### config.mk
export PLATFORM = sky130hd
export DESIGN_NAME = pdk_panel
export DESIGN_NICKNAME = d
export VERILOG_FILES = /design/src/hw/pdk_panel.v /design/src/hw/pdk_timer.v
export VERILOG_INCLUDE_DIRS = /design/src /design/src/hw
export SDC_FILE = /design/constraint.sdc
export NUM_CORES = 1
export LEC_CHECK = 0
export ABC_AREA = 0
export BUFFER_PORTS_ARGS = -buffer_cell sky130_fd_sc_hd__buf_2
export CORE_ASPECT_RATIO = 0.6
export CORE_MARGIN = 3
export CORE_UTILIZATION = 35
export DETAILED_ROUTE_END_ITERATION = 6
export SYNTH_ARGS = -nofsm -noshare
export SYNTH_HDL_FRONTEND = slang
export SYNTH_SLANG_ARGS = --single-unit
### constraint.sdc
create_clock -name i_mclk -period 5.84 [get_ports i_mclk]
set_input_delay 1.168 -clock i_mclk [delete_from_list [all_inputs] [get_ports i_mclk]]
set_output_delay 1.168 -clock i_mclk [all_outputs]
set_load 0.005 [all_outputs]
### src/hw/pdk_regs.vh
// pdk_regs.vh: constants for the operator panel dial and key lock block.
// assumes a single 50 MHz clock; frequencies are held in 0.01 Hz units.
`ifndef PDK_REGS_VH
`define PDK_REGS_VH

// ***************************************************
// clock and times
// ***************************************************
`define PDK_CLK_HZ 50000000
`define PDK_BLINK_S 5
`define PDK_SAVE_S 10
`define PDK_HOLD_S 2
`define PDK_IDLE_S 2

// ***************************************************
// reset values
// ***************************************************
`define PDK_RST_DIR 1'h0
`define PDK_RST_LANG 3'h0
`define PDK_RST_OPSEL 2'h0
`define PDK_RST_STEP 3'h0
`define PDK_RST_FMAX 16'h2ee0

// ***************************************************
// panel operation codes, bit 1 = lock permitted, bit 0 = pot mode
// ***************************************************
`define PDK_OPSEL_STEP 2'h0
`define PDK_OPSEL_POT 2'h1
`define PDK_OPSEL_STEP_LK 2'h2
`define PDK_OPSEL_POT_LK 2'h3
`define PDK_OPSEL_POT_BIT 0
`define PDK_OPSEL_LK_BIT 1

// ***************************************************
// step size codes and sizes in 0.01 Hz
// ***************************************************
`define PDK_STEP_DEF 3'h0
`define PDK_STEP_0P01 3'h1
`define PDK_STEP_0P1 3'h2
`define PDK_STEP_1 3'h3
`define PDK_STEP_10 3'h4
`define PDK_INC_0P01 16'h0001
`define PDK_INC_0P1 16'h000a
`define PDK_INC_1 16'h0064
`define PDK_INC_10 16'h03e8
`define PDK_COARSE_FREQ 16'h2710

// ***************************************************
// display states
// ***************************************************
`define PDK_DISP_MONITOR 2'h0
`define PDK_DISP_LOCKED 2'h1
`define PDK_DISP_REJECT 2'h2

`define PDK_CLICKS_PER_TURN 24

`endif

### src/hw/pdk_panel.v
// pdk_panel.v: operator panel dial decode, set-frequency stepping and key lock.
// assumes key and dial inputs, except the MODE level, are debounced one-cycle events, synchronous to i_mclk.
// Functional notes
// RQ1: RUN key starts forward when direction setting is 0, reverse when 1.
// RQ2: hold a language code 0..7 for the handheld unit, reset value 0.
// RQ3: panel operation codes 0,1,10,11 select step/pot mode and lock permission.
// RQ4: pot mode applies each dial click at once, running or stopped, no SET.
// RQ5: after a pot-mode dial change, blink set frequency about five seconds.
// RQ6: store a dial-changed set frequency to EEPROM ten seconds after change.
// RQ7: dial increases clamp at the maximum frequency limit, default 120 Hz.
// RQ8: with lock permitted, MODE held two seconds disables dial and keys.
// RQ9: while locked, MODE held two seconds re-enables dial and keys.
// RQ10: locked shows indication, rejection on attempts, monitor after two idle seconds.
// RQ11: while locked, monitor display still updates and STOP still acts.
// RQ12: key release of a panel stop is refused until the lock is released.
// RQ13: step setting 0 changes the set frequency by 0.01 Hz per click.
// RQ14: step settings 0.01, 0.1, 1, 10 change by that many hertz per click.
// RQ15: one dial turn is 24 clicks, each one increment or decrement.
// RQ16: the four settings are writable only while extended display select is 0.
// RQ17: at set frequency 100 or more the step is at least 0.1.
// RQ18: clockwise clicks raise, counter-clockwise lower, never below zero.
`timescale 1ns/1ps
`include "pdk_regs.vh"

module pdk_panel #(
   parameter FW = 16,
   parameter [29:0] BLINK_CYCLES = `PDK_BLINK_S * `PDK_CLK_HZ,
   parameter [29:0] SAVE_CYCLES = `PDK_SAVE_S * `PDK_CLK_HZ,
   parameter [29:0] HOLD_CYCLES = `PDK_HOLD_S * `PDK_CLK_HZ,
   parameter [29:0] IDLE_CYCLES = `PDK_IDLE_S * `PDK_CLK_HZ
) (
   input wire i_mclk, // system clock, 50 MHz
   input wire i_reset, // sync reset, active high
   input wire i_dial_cw, // one clockwise detent click, pulse
   input wire i_dial_ccw, // one counter-clockwise detent click, pulse
   input wire i_key_run, // RUN key press, pulse
   input wire i_key_stop, // STOP key press, pulse
   input wire i_key_set, // SET key press, pulse
   input wire i_key_mode, // MODE key level, high while held
   input wire i_key_other, // any other panel key press, pulse
   input wire i_stop_release, // key request to release a panel stop, pulse
   input wire [7:0] i_extended_display_select, // 0 allows settings writes
   input wire i_cfg_write, // write the four settings below, pulse
   input wire i_run_direction_select, // 0 forward, 1 reverse
   input wire [2:0] i_display_language_select, // language code 0..7
   input wire [1:0] i_panel_dial_lock_select, // code 0,1,10,11 as 2 bits
   input wire [2:0] i_dial_step_size, // 0 def,1 .01,2 .1,3 1,4 10 Hz
   input wire [FW-1:0] i_maximum_frequency_limit, // 0.01 Hz units
   input wire [FW-1:0] i_monitor_value, // live monitor value
   output reg o_run_fwd, // start forward, pulse
   output reg o_run_rev, // start reverse, pulse
   output reg o_stop, // stop request, pulse
   output reg o_panel_stopped, // panel stop in force
   output reg [FW-1:0] o_set_freq, // set frequency, 0.01 Hz units
   output reg o_freq_blink, // blink set frequency display
   output reg o_eeprom_write, // store set frequency, pulse
   output reg [FW-1:0] o_eeprom_data, // value to store
   output reg o_locked, // dial and keys disabled
   output reg [1:0] o_display_mode, // monitor, locked, reject
   output reg [FW-1:0] o_monitor_value, // monitor shown while locked too
   output reg o_run_direction_select, // held direction setting
   output reg [2:0] o_display_language_select, // held language code
   output reg [1:0] o_panel_dial_lock_select, // held panel operation code
   output reg [2:0] o_dial_step_size // held step code
);

   // ***************************************************
   // settings
   // ***************************************************
   reg [1:0] opsel_reg;
   reg [2:0] step_reg;
   wire cfg_ok;

   assign cfg_ok = i_cfg_write && (i_extended_display_select == 8'h00); // [RQ16]

   always @(posedge i_mclk) begin
      if (i_reset) begin
         o_run_direction_select <= `PDK_RST_DIR;
         o_display_language_select <= `PDK_RST_LANG; // [RQ2]
         opsel_reg <= `PDK_RST_OPSEL;
         step_reg <= `PDK_RST_STEP;
      end else if (cfg_ok) begin
         o_run_direction_select <= i_run_direction_select;
         o_display_language_select <= i_display_language_select; // [RQ2]
         opsel_reg <= i_panel_dial_lock_select; // [RQ3]
         // codes above 10 Hz are not defined; keep the old step
         if (i_dial_step_size <= `PDK_STEP_10) begin
            step_reg <= i_dial_step_size;
         end
      end
   end

   always @* begin
      o_panel_dial_lock_select = opsel_reg;
      o_dial_step_size = step_reg;
   end

   // ***************************************************
   // lock and MODE long-press
   // ***************************************************
   wire hold_busy;
   wire hold_done;
   wire idle_busy;
   wire idle_done;
   reg mode_d_reg;
   reg hold_fired_reg;
   wire mode_rise;
   wire lock_allowed;
   wire attempt;

   assign mode_rise = i_key_mode && !mode_d_reg;
   assign lock_allowed = opsel_reg[`PDK_OPSEL_LK_BIT]; // [RQ3]
   // STOP is not an attempt: it still acts while locked
   assign attempt = i_dial_cw || i_dial_ccw || i_key_run || i_key_set || i_key_other ||
      mode_rise;

   pdk_timer #(
      .WIDTH(30),
      .LOAD(HOLD_CYCLES - 30'h1)
   ) u_hold (
      .i_mclk(i_mclk),
      .i_reset(i_reset),
      .i_start(mode_rise),
      .i_cancel(!i_key_mode),
      .o_busy(hold_busy),
      .o_done(hold_done)
   );

   always @(posedge i_mclk) begin
      if (i_reset) begin
         mode_d_reg <= 1'b0;
         hold_fired_reg <= 1'b0;
         o_locked <= 1'b0;
      end else begin
         mode_d_reg <= i_key_mode;
         // one-cycle mark of lock entry, seen by the display once o_locked is up
         hold_fired_reg <= 1'b0;
         if (hold_done && i_key_mode) begin
            if (o_locked) begin
               o_locked <= 1'b0; // [RQ9]
            end else if (lock_allowed) begin
               o_locked <= 1'b1; // [RQ8]
               hold_fired_reg <= 1'b1; // [RQ10]
            end
         end else if (!lock_allowed) begin
            // lock cannot persist once the setting forbids it
            o_locked <= 1'b0;
         end
      end
   end

   // rejection message shows until two seconds without activity
   pdk_timer #(
      .WIDTH(30),
      .LOAD(IDLE_CYCLES - 30'h1)
   ) u_idle (
      .i_mclk(i_mclk),
      .i_reset(i_reset),
      .i_start(o_locked && attempt),
      .i_cancel(!o_locked),
      .o_busy(idle_busy),
      .o_done(idle_done)
   );

   always @(posedge i_mclk) begin
      if (i_reset) begin
         o_display_mode <= `PDK_DISP_MONITOR;
         o_monitor_value <= {FW{1'b0}};
      end else begin
         o_monitor_value <= i_monitor_value; // [RQ11]
         if (!o_locked) begin
            o_display_mode <= `PDK_DISP_MONITOR;
         end else if (attempt) begin
            o_display_mode <= `PDK_DISP_REJECT; // [RQ10]
         end else if (idle_done) begin
            o_display_mode <= `PDK_DISP_MONITOR; // [RQ10]
         end else if (hold_fired_reg) begin
            o_display_mode <= `PDK_DISP_LOCKED; // [RQ10]
         end
      end
   end

   // ***************************************************
   // run, stop and panel stop release
   // ***************************************************
   always @(posedge i_mclk) begin
      if (i_reset) begin
         o_run_fwd <= 1'b0;
         o_run_rev <= 1'b0;
         o_stop <= 1'b0;
         o_panel_stopped <= 1'b0;
      end else begin
         o_run_fwd <= i_key_run && !o_locked && !o_run_direction_select; // [RQ1]
         o_run_rev <= i_key_run && !o_locked && o_run_direction_select; // [RQ1]
         o_stop <= i_key_stop; // [RQ11]
         if (i_key_stop) begin
            o_panel_stopped <= 1'b1; // [RQ11]
         end else if (i_stop_release && !o_locked) begin
            o_panel_stopped <= 1'b0; // [RQ12]
         end
      end
   end

   // ***************************************************
   // dial stepping
   // ***************************************************
   reg [FW-1:0] step_amt;
   reg [FW:0] sum_wide;
   reg [FW-1:0] freq_next;
   // pending value: what the dial edits; equals the set frequency in pot mode
   reg [FW-1:0] pending_reg;
   wire dial_ok;
   wire dial_step;

   // each detent is one event; a cw and ccw in one cycle cancel
   assign dial_ok = !o_locked && (i_dial_cw ^ i_dial_ccw); // [RQ15]
   // in step mode the new value waits for SET
   assign dial_step = dial_ok;

   always @* begin
      case (step_reg)
         `PDK_STEP_DEF: step_amt = `PDK_INC_0P01; // [RQ13]
         `PDK_STEP_0P01: step_amt = `PDK_INC_0P01; // [RQ14]
         `PDK_STEP_0P1: step_amt = `PDK_INC_0P1; // [RQ14]
         `PDK_STEP_1: step_amt = `PDK_INC_1; // [RQ14]
         `PDK_STEP_10: step_amt = `PDK_INC_10; // [RQ14]
         default: step_amt = `PDK_INC_0P01;
      endcase
      if (pending_reg >= `PDK_COARSE_FREQ && step_amt < `PDK_INC_0P1) begin
         step_amt = `PDK_INC_0P1; // [RQ17]
      end
      sum_wide = {1'b0, pending_reg} + {1'b0, step_amt};
      if (i_dial_cw) begin
         if (sum_wide > {1'b0, i_maximum_frequency_limit}) begin
            freq_next = i_maximum_frequency_limit; // [RQ7]
         end else begin
            freq_next = sum_wide[FW-1:0]; // [RQ18]
         end
      end else if (pending_reg > step_amt) begin
         freq_next = pending_reg - step_amt; // [RQ18]
      end else begin
         freq_next = {FW{1'b0}}; // [RQ18]
      end
   end

   wire pot_mode;
   wire apply;
   wire blink_busy;
   wire save_done;

   assign pot_mode = opsel_reg[`PDK_OPSEL_POT_BIT]; // [RQ3]
   assign apply = (pot_mode && dial_step) || (!pot_mode && i_key_set && !o_locked);

   always @(posedge i_mclk) begin
      if (i_reset) begin
         pending_reg <= {FW{1'b0}};
         o_set_freq <= {FW{1'b0}};
      end else begin
         if (dial_step) begin
            pending_reg <= freq_next;
         end
         if (pot_mode && dial_step) begin
            o_set_freq <= freq_next; // [RQ4]
         end else if (apply) begin
            o_set_freq <= pending_reg;
         end
      end
   end

   pdk_timer #(
      .WIDTH(30),
      .LOAD(BLINK_CYCLES - 30'h1)
   ) u_blink (
      .i_mclk(i_mclk),
      .i_reset(i_reset),
      .i_start(pot_mode && dial_step), // [RQ5]
      .i_cancel(1'b0),
      .o_busy(blink_busy),
      .o_done()
   );

   // restarted by each change, so the store follows the last pot-mode click or step-mode SET
   pdk_timer #(
      .WIDTH(30),
      .LOAD(SAVE_CYCLES - 30'h1)
   ) u_save (
      .i_mclk(i_mclk),
      .i_reset(i_reset),
      .i_start(apply), // [RQ6]
      .i_cancel(1'b0),
      .o_busy(),
      .o_done(save_done)
   );

   always @(posedge i_mclk) begin
      if (i_reset) begin
         o_freq_blink <= 1'b0;
         o_eeprom_write <= 1'b0;
         o_eeprom_data <= {FW{1'b0}};
      end else begin
         o_freq_blink <= blink_busy; // [RQ5]
         o_eeprom_write <= save_done; // [RQ6]
         if (save_done) begin
            o_eeprom_data <= o_set_freq; // [RQ6]
         end
      end
   end

endmodule // pdk_panel

### src/hw/pdk_timer.v
// pdk_timer.v: restartable one-shot down-counter.
// assumes restart and load occur as single-cycle pulses from the same clock.
`timescale 1ns/1ps

module pdk_timer #(
   parameter WIDTH = 30,
   parameter [WIDTH-1:0] LOAD = {WIDTH{1'b1}}
) (
   input wire i_mclk, // system clock
   input wire i_reset, // sync reset, active high
   input wire i_start, // (re)start the count
   input wire i_cancel, // stop without expiry
   output reg o_busy, // counting
   output reg o_done // one-cycle pulse at expiry
);

   reg [WIDTH-1:0] count_reg;

   always @(posedge i_mclk) begin
      if (i_reset) begin
         count_reg <= {WIDTH{1'b0}};
         o_busy <= 1'b0;
         o_done <= 1'b0;
      end else begin
         o_done <= 1'b0;
         if (i_start) begin
            count_reg <= LOAD;
            o_busy <= 1'b1;
         end else if (i_cancel) begin
            o_busy <= 1'b0;
         end else if (o_busy) begin
            if (count_reg == {WIDTH{1'b0}}) begin
               o_busy <= 1'b0;
               o_done <= 1'b1;
            end else begin
               count_reg <= count_reg - {{(WIDTH-1){1'b0}}, 1'b1};
            end
         end
      end
   end

endmodule // pdk_timer

==> impl_metrics.toml <==
[outcome]
status = "completed"

[floorplan]
die-height_um = 143
initial_utilization = 0.361
ios = 126
core_mm2 = 0.0304
die_w_um = 235
dieArea_mm2 = 0.0336
rows = 49

[synth]
synth_xor_area_frac = 0.0957
synth_top_family_by_area = "simple AND/OR/NAND/NOR gates"
synth_edf_count = 0
ys_ff_latch = 211
synth_area_leaders = "dfxtp_1 (38%), nor2_1 (5.6%), xnor2_1 (5.3%)"
synth-compound-area-share = 0.166
syn_area_per_cell_um2 = 8.48
ys_seq_area_frac = 0.385
yosys.area.top_type = "dfxtp_1"
netlist_instances = 1295
synthAdderAreaFrac = 0.0492
synth_top_flop_cell = "dfxtp_1"
synth_nets = 1397
synth_warnings = 0
yosys.area_share.simple = 0.237
synth_mux_area_frac = 0.0248
ys_types = 76
synth_top_area_share = 0.385
synthTopCellsByCount = "dfxtp_1 (211), nor2_1 (163), a21oi_1 (113), xnor2_1 (67), clkbuf_1 (64)"
yosysMostFrequentCell = "dfxtp_1"
synth_area_mm2 = 0.0110
synthArstFlopShare = 0

[clock_tree]
cts-root-buf = "clkbuf_16"
worst_skew_pair.late_latency_ns = 0.52
clock_sinks = 211
cts.clk_slew.worst_paths_ns = 0.07
clk_path_buf_depth = 3
postCtsHoldBufs = 0
htree_levels = 1
cts_tree = "done"
numCtsBuffers = 22

[finish]
drive_gt1_frac = 0.159
n_antenna_cell = 0
utilization = 0.424
synthToLayoutAreaGrowth_pct = 17.5
fin_cells = 1820
nets = 1498

[timing]
post-route-period-util = 0.955
setup_viol = 0
timing_hold_violations_final = 0
fin_hold_ws_ns = 0.427
fmax_mhz = 179
tightest_slew_ns = 1.21
maxSlewHeadroom = 0.191
rsz0062_at_grt = "true"
skew_ns = 0.0130
maxSlewViolCount = 0
min_period_ns = 5.58

[grt]
grt_usage = 0.179
grt_max_degree = 78
antenna_found_initial = 0
overflow = 0
grt_pass1_wl_um = 49800
grt_pass1_vias = 9384

[detailed_routing]
vias = 9842
vias_per_cell = 5.41
drc_errors = 0
ant_nets = 0
first_iter_violations = 661
totalWireLength_um = 30600
wl_per_cell_um = 16.8
drtPass1Iterations = 6

[critical_path]
crit_chain = "nor4_2, o21ai_1, a2111oi_4, nor2b_4, ha_1, inv_1, fa_1, or3b_2, a211o_1, a31o_2, a211oi_2, inv_1, ha_1, nand3_1, nor4_1, a211o_1, o31ai_1, buf_4, a21oi_1, a221oi_1, a211oi_1"
required_ns = 6.20
critPathTopFamily = "compound AO/OA/AOI/OAI gates"
crit_arrival_ns = 5.94
cp_num_buf_inv = 3
critPathMaxStageDelay_ns = 0.48
r2r_setup_slack_ns = 0.26
slowest_stage = "or3b_2"
timing.rr.start = "pending_reg[4]$_SDFFE_PP0P_"
criticalPathCategory = "reg2reg"
cp-end-kind = "flop"
cp-start-kind = "flop"
crit_fanout = 8
reg2reg_to = "pending_reg[13]$_SDFFE_PP0P_"
critPathLaunch = "pending_reg[4]$_SDFFE_PP0P_"
cp-endpoint = "pending_reg[13]$_SDFFE_PP0P_"
cp_num_cells = 21
reg2reg_depth = 21

[pwr]
leakage_nw = 5.15
power_density_mw_per_mm2 = 328
ir_drop_mv = 0.207

[place]
placed_cells = 1779
io_buffers = 125
gp_congestion = 0.903
hpwl_um = 21800

[worst_hold_path]
hold_path.class = "reg2reg"

[run]
maxCapViolations = 0
-- report_power, final --
part | switching [W] | total [W] | internal, W
logic | 0.000662 | 0.00111 | 0.000446
clock network | 0.000621 | 0.00156 | 0.000936
registers | 0.0000676 | 0.00157 | 0.00150
-- area by class of cell --
type,instances,area [um^2]
clock buffer,26,617
timing repair buffer,150,828
tap,408,510
sequential,211,4230
fill,3069,17500
clock inverter,14,186
multi-input combinational,962,6350
inverter,49,184
-- metrics by stage --
step                setup WS, ns  total power (W)  area (um^2)  setup TNS, ns
finish                     0.263          0.00424        12900              0
global route              0.0174          0.00447        12900              0
CTS                       0.0453          0.00423        12800              0
detailed placement        -0.345          0.00266        12000          -3.47
global placement          -0.182          0.00264        12000          -1.43
floorplan                  0.365          0.00233        11000              0
-- layout by cell type (no fill, tap or decap), types with 35 or more instances in the layout --
master	synthesis	layout
nand2_1	49	49
xnor2_1	67	67
nor3_1	46	45
ha_1	40	40
nor2_1	163	163
a21oi_1	113	112
xor2_1	53	53
o21ai_0	36	35
inv_1	48	48
dfxtp_1	211	210
buf_2	3	124
-- layer usage --
layer	track usage	share of wire
met4	0.0553	0.030
met2	0.273	0.42
met5	0	0
met1	0.255	0.49
met3	0.0361	0.067
-- cells by family after synthesis --
logic type,after synthesis
AND/OR/NAND/NOR,488
flip-flops,211
adder cells (fa/ha/maj),42
AO/OA/AOI/OAI,285
XOR/XNOR,120
buffers and inverters,122
multiplexers,27
-- how the worst min path moves through the flow --
| stage | slack (ns) | depth (start not counted) | end | from |
|---|---|---|---|---|
| after floorplan | 0.40 | 1 | o_display_mode[0]$_SDFFE_PP0P_ | u_idle.o_done$_SDFF_PP0_ |
| after global placement | 0.41 | 1 | o_display_mode[0]$_SDFFE_PP0P_ | u_idle.o_done$_SDFF_PP0_ |
| after detailed placement | 0.41 | 1 | o_display_mode[0]$_SDFFE_PP0P_ | u_idle.o_done$_SDFF_PP0_ |
| after CTS | 0.43 | 1 | o_display_mode[0]$_SDFFE_PP0P_ | u_idle.o_done$_SDFF_PP0_ |
| after global routing | 0.46 | 1 | o_display_mode[0]$_SDFFE_PP0P_ | u_idle.o_done$_SDFF_PP0_ |
| final | 0.43 | 1 | o_display_mode[0]$_SDFFE_PP0P_ | u_idle.o_done$_SDFF_PP0_ |
-- repair_timing --
item                                    in CTS  in global routing
gates resized for setup                      3                  9
setup buffers                                0                  1
endpoints found under the setup margin      27                 32
pin swaps                                    0                  1
(Power assumes the default switching activity.)
